[src/design/cscc_defs.svh]
`ifndef CSCC_DEFS_SVH
`define CSCC_DEFS_SVH
// register indices and byte addresses on the bus
`define CSCC_IDX_STATUS   4'h0
`define CSCC_IDX_CONTROL  4'h1
`define CSCC_IDX_PCWIN    4'h2
`define CSCC_IDX_LOOP     4'h3
`define CSCC_ADR_STATUS   6'h00
`define CSCC_ADR_CONTROL  6'h04
`define CSCC_ADR_PCWIN    6'h08
`define CSCC_ADR_LOOP     6'h0c
// status word bit positions
`define CSCC_SR_C         0
`define CSCC_SR_Z         1
`define CSCC_SR_OV        2
`define CSCC_SR_N         3
`define CSCC_SR_RA        4
`define CSCC_SR_PRI_LO    5
`define CSCC_SR_PRI_HI    7
`define CSCC_SR_DC        8
`define CSCC_SR_DA        9
`define CSCC_SR_SAB       10
`define CSCC_SR_OAB       11
`define CSCC_SR_SB        12
`define CSCC_SR_SA        13
`define CSCC_SR_OB        14
`define CSCC_SR_OA        15
// control word bit positions and reset value
`define CSCC_CC_PSV       2
`define CSCC_CC_PRI3      3
`define CSCC_CC_RST       16'h0020
`define CSCC_CC_WMASK     16'h18f7
// machine figures
`define CSCC_PC_W         23
`define CSCC_INSN_W       24
`define CSCC_DIV_CYCLES   5'h13
`define CSCC_PRI_MAX      3'h7
`define CSCC_GUARD_LO     32
`define CSCC_GUARD_HI     39
`define CSCC_WIN_BASE     16'h8000
`define CSCC_SHIFT_MAX    5'h10
`endif

[src/design/cscc_pkg.sv]
package cscc_pkg;
    typedef enum logic [1:0] {
        CSCC_OP_NONE,
        CSCC_OP_BYTE,
        CSCC_OP_WORD
    } cscc_size_t;
    typedef enum {
        CSCC_DIV_IDLE,
        CSCC_DIV_RUN
    } cscc_div_t;
endpackage

[src/design/cscc_core_state.sv]
// The implementer's own choices: the address map and the Wishbone interface to the registers.
`timescale 1ns/10ps
`default_nettype none
`include "cscc_defs.svh"
module cscc_core_state
    import cscc_pkg::*;
#(
    parameter int PAGE_W = 8
) (
    input  wire logic                   CLOCK,
    input  wire logic                   RST,
    input  wire logic [5:0]             WB_ADR_I,
    input  wire logic [31:0]            WB_DAT_I,
    input  wire logic [3:0]             WB_SEL_I,
    input  wire logic                   WB_WE_I,
    input  wire logic                   WB_CYC_I,
    input  wire logic                   WB_STB_I,
    output logic [31:0]                 WB_DAT_O,
    output logic                        WB_ACK_O,
    input  wire logic                   ALU_VALID,
    input  wire logic                   ALU_SUB,
    input  wire logic                   ALU_BYTE,
    input  wire logic [15:0]            ALU_A,
    input  wire logic [15:0]            ALU_B,
    input  wire logic [39:0]            ACC_A,
    input  wire logic [39:0]            ACC_B,
    input  wire logic                   CLAMP_A_EVT,
    input  wire logic                   CLAMP_B_EVT,
    input  wire logic                   BLOCK_LOOP_RUN,
    input  wire logic                   REPEAT_RUN,
    input  wire logic                   NESTING_DISABLE,
    input  wire logic                   DIV_START,
    input  wire logic                   HOLD,
    input  wire logic [15:0]            DATA_ADDR,
    input  wire logic [16:0]            MUL_X,
    input  wire logic [16:0]            MUL_Y,
    input  wire logic [39:0]            SHIFT_IN,
    input  wire logic [4:0]             SHIFT_AMT,
    input  wire logic                   SHIFT_LEFT,
    output logic [15:0]                 ALU_RESULT,
    output logic [33:0]                 MUL_PRODUCT,
    output logic [39:0]                 SHIFT_OUT,
    output logic [`CSCC_PC_W-1:0]       PROG_ADDR,
    output logic                        PROG_WINDOW_HIT,
    output logic [3:0]                  CPU_PRIORITY,
    output logic                        USER_INT_BLOCK,
    output logic                        DIV_BUSY
);
    logic [15:0]       status_ff;
    logic [15:0]       control_ff;
    logic [PAGE_W-1:0] page_ff;
    logic [4:0]        div_cnt_ff;
    cscc_div_t         div_st_ff;
    logic              ack_ff;
    logic [31:0]       rdata_ff;
    logic [15:0]       res_ff;
    logic [33:0]       prod_ff;
    logic [39:0]       shf_ff;
    logic [`CSCC_PC_W-1:0] paddr_ff;
    logic              hit_ff;
    logic [3:0]        pri_ff;
    logic              blk_ff;
    logic              busy_ff;

    function automatic logic guard_spill(input logic [39:0] acc);
        guard_spill = !((&acc[`CSCC_GUARD_HI:`CSCC_GUARD_LO])
                      | ~(|acc[`CSCC_GUARD_HI:`CSCC_GUARD_LO]));
    endfunction

    // bus decode; one wait cycle, ack follows the request by one edge
    wire        bus_req   = WB_CYC_I & WB_STB_I & ~ack_ff;
    wire        wr_lo     = bus_req & WB_WE_I & WB_SEL_I[0];
    wire        wr_hi     = bus_req & WB_WE_I & WB_SEL_I[1];
    wire        sel_sr    = WB_ADR_I == `CSCC_ADR_STATUS;
    wire        sel_cc    = WB_ADR_I == `CSCC_ADR_CONTROL;
    wire        sel_pg    = WB_ADR_I == `CSCC_ADR_PCWIN;
    wire        sel_lp    = WB_ADR_I == `CSCC_ADR_LOOP;
    wire [15:0] wd        = WB_DAT_I[15:0];

    // alu flag generation
    wire [16:0] opb       = ALU_SUB ? {1'b0, ~ALU_B} : {1'b0, ALU_B};
    wire [16:0] sum       = {1'b0, ALU_A} + opb + {16'h0000, ALU_SUB};
    wire [8:0]  lo9       = {1'b0, ALU_A[7:0]} + {1'b0, opb[7:0]} + {8'h00, ALU_SUB};
    wire [4:0]  lo5       = {1'b0, ALU_A[3:0]} + {1'b0, opb[3:0]} + {4'h0, ALU_SUB};
    wire [15:0] res       = sum[15:0];
    wire        msb_a     = ALU_BYTE ? ALU_A[7] : ALU_A[15];
    wire        msb_b     = ALU_BYTE ? opb[7] : opb[15];
    wire        msb_r     = ALU_BYTE ? res[7] : res[15];
    wire        f_c       = ALU_BYTE ? lo9[8] : sum[16];
    wire        f_dc      = ALU_BYTE ? lo5[4] : lo9[8];
    wire        f_n       = msb_r;
    wire        f_ov      = (msb_a == msb_b) & (msb_r != msb_a);
    wire        f_nz      = ALU_BYTE ? |res[7:0] : |res;
    wire        spill_a   = guard_spill(ACC_A);
    wire        spill_b   = guard_spill(ACC_B);

    // reference arithmetic for the checks, kept apart from the flag path
    wire [16:0] ref_add   = {1'b0, ALU_A} + {1'b0, ALU_B};
    wire [15:0] ref_res   = ALU_SUB ? ALU_A - ALU_B : ref_add[15:0];
    wire        ref_cy    = ALU_SUB ? (ALU_A >= ALU_B) : ref_add[16];
    wire [4:0]  ref_nib   = {1'b0, ALU_A[3:0]} + {1'b0, ALU_B[3:0]};
    wire        word_op   = ALU_VALID & ~ALU_BYTE;

    // software writes into the status word
    wire        pri_wr    = wr_lo & sel_sr & ~NESTING_DISABLE;
    wire        clr_sab   = wr_hi & sel_sr & ~wd[`CSCC_SR_SAB];
    wire        clr_sa    = (wr_hi & sel_sr & ~wd[`CSCC_SR_SA]) | clr_sab;
    wire        clr_sb    = (wr_hi & sel_sr & ~wd[`CSCC_SR_SB]) | clr_sab;
    // set wins over clear; writing one never sets
    wire        nxt_sa    = CLAMP_A_EVT | (status_ff[`CSCC_SR_SA] & ~clr_sa);
    wire        nxt_sb    = CLAMP_B_EVT | (status_ff[`CSCC_SR_SB] & ~clr_sb);
    wire [2:0]  nxt_pri   = pri_wr ? wd[`CSCC_SR_PRI_HI:`CSCC_SR_PRI_LO]
                                   : status_ff[`CSCC_SR_PRI_HI:`CSCC_SR_PRI_LO];
    wire        sw_lo     = wr_lo & sel_sr;
    wire        nxt_c     = ALU_VALID ? f_c  : sw_lo ? wd[`CSCC_SR_C]  : status_ff[`CSCC_SR_C];
    wire        nxt_ov    = ALU_VALID ? f_ov : sw_lo ? wd[`CSCC_SR_OV] : status_ff[`CSCC_SR_OV];
    wire        nxt_n     = ALU_VALID ? f_n  : sw_lo ? wd[`CSCC_SR_N]  : status_ff[`CSCC_SR_N];
    // zero stays set until a non-zero result clears it
    wire        nxt_z     = ALU_VALID ? (status_ff[`CSCC_SR_Z] & ~f_nz) | ~f_nz
                          : sw_lo ? wd[`CSCC_SR_Z] : status_ff[`CSCC_SR_Z];
    wire        nxt_dc    = ALU_VALID ? f_dc : (wr_hi & sel_sr) ? wd[`CSCC_SR_DC]
                                            : status_ff[`CSCC_SR_DC];
    wire [15:0] nxt_status = {spill_a, spill_b, nxt_sa, nxt_sb,
                              spill_a | spill_b, nxt_sa | nxt_sb,
                              BLOCK_LOOP_RUN, nxt_dc, nxt_pri,
                              REPEAT_RUN, nxt_n, nxt_ov, nxt_z, nxt_c};

    // control word: top priority bit is clear-only, others by mask
    wire [15:0] cc_wmask  = {WB_SEL_I[1] ? 8'hff : 8'h00, WB_SEL_I[0] ? 8'hff : 8'h00}
                          & `CSCC_CC_WMASK;
    wire        cc_wr     = bus_req & WB_WE_I & sel_cc;
    wire        pri3_clr  = cc_wr & WB_SEL_I[0] & ~wd[`CSCC_CC_PRI3];
    wire [15:0] cc_merge  = cc_wr ? (control_ff & ~cc_wmask) | (wd & cc_wmask) : control_ff;
    wire [15:0] nxt_control = {cc_merge[15:`CSCC_CC_PRI3+1],
                               control_ff[`CSCC_CC_PRI3] & ~pri3_clr,
                               cc_merge[`CSCC_CC_PRI3-1:0]};
    wire [PAGE_W-1:0] nxt_page = (wr_lo & sel_pg) ? wd[PAGE_W-1:0] : page_ff;

    // four-bit priority and interrupt blocking
    wire [3:0]  nxt_prio  = {nxt_control[`CSCC_CC_PRI3], nxt_pri};
    wire        nxt_blk   = nxt_control[`CSCC_CC_PRI3]
                          | (nxt_pri == `CSCC_PRI_MAX);

    // program window: upper half of data space into program memory
    wire        win_hit   = control_ff[`CSCC_CC_PSV] & DATA_ADDR[15];
    wire [`CSCC_PC_W-1:0] win_addr = {{(`CSCC_PC_W-PAGE_W-15){1'b0}}, page_ff, DATA_ADDR[14:0]};

    // shared multiplier; 17-bit operands make -1 x -1 exact
    wire [33:0] nxt_prod  = {{17{MUL_X[16]}}, MUL_X} * {{17{MUL_Y[16]}}, MUL_Y};
    // single-cycle barrel shift, amount capped at 16
    wire [4:0]  amt       = (SHIFT_AMT > `CSCC_SHIFT_MAX) ? `CSCC_SHIFT_MAX : SHIFT_AMT;
    wire [39:0] nxt_shf   = SHIFT_LEFT ? (SHIFT_IN << amt)
                                       : 40'($signed(SHIFT_IN) >>> amt);

    // divide iteration counter; HOLD (interrupt entry) freezes it, nothing lost
    wire        div_done  = div_cnt_ff == 5'h01;
    wire [4:0]  nxt_div_cnt = (div_st_ff == CSCC_DIV_RUN)
                            ? (HOLD ? div_cnt_ff : div_cnt_ff - 5'h01)
                            : (DIV_START ? `CSCC_DIV_CYCLES : 5'h00);
    cscc_div_t  nxt_div_st;
    always_comb begin
        case (div_st_ff)
            CSCC_DIV_IDLE: nxt_div_st = DIV_START ? CSCC_DIV_RUN : CSCC_DIV_IDLE;
            CSCC_DIV_RUN:  nxt_div_st = (div_done & ~HOLD) ? CSCC_DIV_IDLE : CSCC_DIV_RUN;
            default:       nxt_div_st = CSCC_DIV_IDLE;
        endcase
    end

    wire [15:0] rd_word   = sel_sr ? status_ff
                          : sel_cc ? control_ff
                          : sel_pg ? {{(16-PAGE_W){1'b0}}, page_ff}
                          : sel_lp ? {11'h000, div_cnt_ff}
                          : 16'h0000;

    always_ff @(posedge CLOCK or posedge RST) begin
        if (RST) begin
            status_ff  <= 16'h0000;
            control_ff <= `CSCC_CC_RST;
            page_ff    <= '0;
            div_cnt_ff <= 5'h00;
            div_st_ff  <= CSCC_DIV_IDLE;
            ack_ff     <= 1'b0;
            rdata_ff   <= 32'h0000_0000;
            busy_ff    <= 1'b0;
        end else begin
            status_ff  <= nxt_status;
            control_ff <= nxt_control;
            page_ff    <= nxt_page;
            div_cnt_ff <= nxt_div_cnt;
            div_st_ff  <= nxt_div_st;
            ack_ff     <= bus_req;
            rdata_ff   <= bus_req ? {16'h0000, rd_word} : 32'h0000_0000;
            busy_ff    <= nxt_div_st == CSCC_DIV_RUN;
        end
    end

    always_ff @(posedge CLOCK or posedge RST) begin
        if (RST) begin
            res_ff   <= 16'h0000;
            prod_ff  <= 34'h0;
            shf_ff   <= 40'h0;
            paddr_ff <= '0;
            hit_ff   <= 1'b0;
            pri_ff   <= 4'h0;
            blk_ff   <= 1'b0;
        end else begin
            res_ff   <= ALU_VALID ? res : res_ff;
            prod_ff  <= nxt_prod;
            shf_ff   <= nxt_shf;
            paddr_ff <= win_addr;
            hit_ff   <= win_hit;
            pri_ff   <= nxt_prio;
            blk_ff   <= nxt_blk;
        end
    end

    assign WB_DAT_O        = rdata_ff;
    assign WB_ACK_O        = ack_ff;
    assign ALU_RESULT      = res_ff;
    assign MUL_PRODUCT     = prod_ff;
    assign SHIFT_OUT       = shf_ff;
    assign PROG_ADDR       = paddr_ff;
    assign PROG_WINDOW_HIT = hit_ff;
    assign CPU_PRIORITY    = pri_ff;
    assign USER_INT_BLOCK  = blk_ff;
    assign DIV_BUSY        = busy_ff;
endmodule
`default_nettype wire

[config.mk]
export PLATFORM = sky130hd
export DESIGN_NAME = cscc_core_state
export DESIGN_NICKNAME = d
export VERILOG_FILES = /design/src/design/cscc_pkg.sv /design/src/design/cscc_core_state.sv
export VERILOG_INCLUDE_DIRS = /design/src /design/src/design
export SDC_FILE = /design/constraint.sdc
export NUM_CORES = 1
export LEC_CHECK = 0
export ABC_AREA = 1
export BUFFER_PORTS_ARGS = -buffer_cell sky130_fd_sc_hd__buf_2
export CELL_PAD_IN_SITES_DETAIL_PLACEMENT = 1
export CELL_PAD_IN_SITES_GLOBAL_PLACEMENT = 1
export CORE_ASPECT_RATIO = 2
export CORE_MARGIN = 3
export CORE_UTILIZATION = 41
export CTS_CLUSTER_DIAMETER = 60
export DETAILED_ROUTE_END_ITERATION = 12
export PLACE_DENSITY_LB_ADDON = 0.1
export RECOVER_POWER = 50
export SYNTH_ARGS = -nofsm -noshare
export SYNTH_HDL_FRONTEND = slang
export SYNTH_SLANG_ARGS = --single-unit
[constraint.sdc]
create_clock -name CLOCK -period 6.4 [get_ports CLOCK]
set_clock_uncertainty 0.2 [all_clocks]
set_input_delay 0.64 -clock CLOCK [delete_from_list [all_inputs] [get_ports CLOCK]]
set_output_delay 0.64 -clock CLOCK [all_outputs]
set_load 0.01 [all_outputs]
==> out/results.ini <==
[run_status]
outcome = finished with violations
violations = capacitance limit, slew limit

[critical_path]
r2r_cells = 7
cpMaxStageDelayCell = fa_1
cp.required_ns = 6.57
start_kind = primary input
r2r-end = USER_INT_BLOCK$_DFF_PP0_
critPathCaptureType = register
crit_family = adder cells
cp_cell_sequence = buf_2 > buf_4 > nand2_1 > inv_1 > fa_1 > inv_1 > fa_1 > fa_1 > inv_1 > fa_1 > inv_1 > fa_1 > inv_1 > fa_1 > ha_1 > inv_1 > nor3_1 > nand2_1 > o211a_1 > o31ai_1 > xor2_1
cpPeakStageDelay_ns = 0.59
crit_buf_inv = 8
reg2reg_slack_ns = 3.81
arrival_ns = 6.17
cp_max_fo = 10
path_class = primary input to register
r2r_start = WB_ACK_O$_DFF_PP0_

[route]
wire_per_inst_um = 21.5
m1WireLength_um = 27600
dr.pass1.iters = 5
top_layer_used = met5
wirelength_um = 84000
ant_nets = 0
wl_met3_um = 2980
wl_met2_um = 47200
drc = 0
drt_iter0_markers = 725
vias_per_cell = 5.26
vias = 20500

[placed_design]
dp_slack_ns = -0.0882
dp_hpwl_um = 70600
io_buffers = 316
gp_congestion = 0.971

[synth]
avgSynthCellArea_sq_um = 7.48
synth_top_area_share = 0.269
synth_top_cell_by_area = fa_1
syn_area_sq_um = 22100
synth_edf_count = 0
yosys-top-cells-area = fa_1, dfrtp_1, nand2_1, inv_1, ha_1
ys_seq_area_frac = 0.195
ys_warn_count = 0
synth_seq_cells = 172
yosysMostFrequentCell = nand2_1
synth_cell_type_count = 62
yosys_most_used_dff = dfrtp_1
synthTopCellsByCount = nand2_1, inv_1, fa_1
synth_cells = 2953
synthArstFlopShare = 1.00

[timing]
final_hold_viol_count = 0
tightest_slew_ns = 4.28
period_minus_slack_ns = 6.00
worst_slack_ns = 0.400
finalCritPeriodShare = 0.937
slew_headroom = -1.85
drv_slew = 110
max_freq_mhz = 167
grt_setup_unrepaired = false
fin_tns_setup_ns = 0
setup_viol = 0

[floorplanning]
die_x_um = 170
start_util = 0.417
coreArea_sq_um = 53000
die_h_um = 334
io_pins = 418
num_rows = 119
die-area_sq_um = 56900

[finish]
drive_gt1_frac = 0.117
area_delta_synth_final_pct = 12.7
layout.nets = 3882

[min_path]
hp-start = DATA_ADDR[1]
min_path_type = primary input to register
whs_path_depth = 1
hold_path_end = PROG_ADDR[1]$_DFF_PP0_

[power_and_ir_drop]
leakage_uw = 0.0140
power_density_nw_per_um2 = 661
peakVddDrop_uv = 697

[cts]
cts_buffer_depth = 2
ctsResizeCount = 0
cts_tree = built
clkLatencyLatePin_ns = 0.45
cts_sinks = 172
numCtsBuffers = 17
htreeDepth = 4
hold_buffers = 0
cts_setup_buffers = 0
cts_root_buf = clkbuf_16
path_clk_slew_ns = 0.08

[grt]
antenna_found_initial = 8
grt_pass1_wl_um = 128000
grt_overflow = 0
grt_max_degree = 110
grt.total_usage = 0.296
grt_pass1_vias = 23300

[run]
max_cap_viol_count = 1

-- per-layer routing --
metal	GRT usage	vias up
met3	0.0384	246
met4	0.185	10
met5	0	-
met1	0.284	10200
li1	-	9427
met2	0.577	571
-- flip-flops by register name, indices dropped and copies added, names as in the netlist, named ones only --
register         count
PROG_ADDR           23
ALU_RESULT          16
MUL_PRODUCT         34
CPU_PRIORITY         3
div_cnt_ff           5
control_ff           1
WB_DAT_O            16
SHIFT_OUT           40
div_st_ff            1
PROG_WINDOW_HIT      1
WB_ACK_O             1
status_ff           13
page_ff              8
USER_INT_BLOCK       1
-- metrics by stage --
stage               hold slack, ns  area (sq um)  std cells   util  power, uW
finish                      0.0842         24900       3900  0.470      16500
global route                0.0629         24900       3899  0.470      18300
CTS                         0.0697         25000       3896  0.472      16800
detailed placement           0.193         24400       3864  0.461      15600
global placement             0.180         24400       3864  0.461      15300
floorplan                    0.169         22200       2968      -      10300
-- report_power, final --
| part | total, uW | internal, uW | switching [uW] |
|---|---|---|---|
| Sequential | 1580 | 1490 | 95.8 |
| Clock | 1070 | 527 | 544 |
| Combinational | 13800 | 5490 | 8300 |
-- layout by cell type, fill, tap and decap left out, types with 4 or more instances in the layout --
master	netlist	routed
nand2_1	804	803
inv_1	622	622
fa_1	297	297
buf_2	25	224
dfrtp_1	171	171
o21ai_0	140	140
nor2_1	136	135
o21ai_1	130	130
ha_1	102	102
clkbuf_1	100	93
a21oi_1	85	85
buf_4	24	74
nand3_1	54	54
xor2_1	39	39
o22ai_1	22	22
xnor2_1	20	20
inv_2	19	19
clkbuf_16	0	17
a31oi_1	16	16
conb_1	1	16
o211ai_1	14	14
mux2i_1	14	14
nand4_1	13	13
o221ai_1	10	10
nor3_1	9	9
or2_2	7	7
nor4_1	7	6
o21bai_1	5	5
a211oi_1	5	5
a22oi_1	5	5
o21a_1	5	5
inv_8	0	5
diode_2	0	4
clkinv_8	0	4
-- logic make-up after synthesis --
kind of cell | Yosys count | share of synthesized area
fa+ha+maj | 399 | 0.327
simple gates | 1044 | 0.188
buf+inv | 805 | 0.145
compound gates | 456 | 0.114
other cells | 1 | 0.000170
xor+xnor | 59 | 0.0234
mux | 17 | 0.00787
flops | 172 | 0.195
-- worst max-delay path by stage --
stage	start	cells after the start	end	slack, ns
2_1_floorplan	MUL_X[16]	20	MUL_PRODUCT[33]$_DFF_PP0_	0.16
3_3_place_gp	MUL_Y[2]	25	MUL_PRODUCT[29]$_DFF_PP0_	-0.02
3_5_place_dp	MUL_X[8]	19	MUL_PRODUCT[25]$_DFF_PP0_	-0.09
4_1_cts	MUL_X[8]	19	MUL_PRODUCT[25]$_DFF_PP0_	0.37
5_1_grt	MUL_X[16]	22	MUL_PRODUCT[33]$_DFF_PP0_	0.09
6_report	MUL_X[16]	21	MUL_PRODUCT[32]$_DFF_PP0_	0.40
-- final cells by class --
| cell class | count | area (sq um) |
|---|---|---|
| flip-flops and latches | 172 | 4310 |
| diodes | 4 | 10.0 |
| fillers | 6837 | 28100 |
| clock inverters | 15 | 169 |
| well taps | 665 | 832 |
| repair buffers | 394 | 2090 |
| multi-input cells | 1991 | 14700 |
| inverters | 642 | 2410 |
| clock buffers | 17 | 425 |
(Power assumes the default switching activity.)
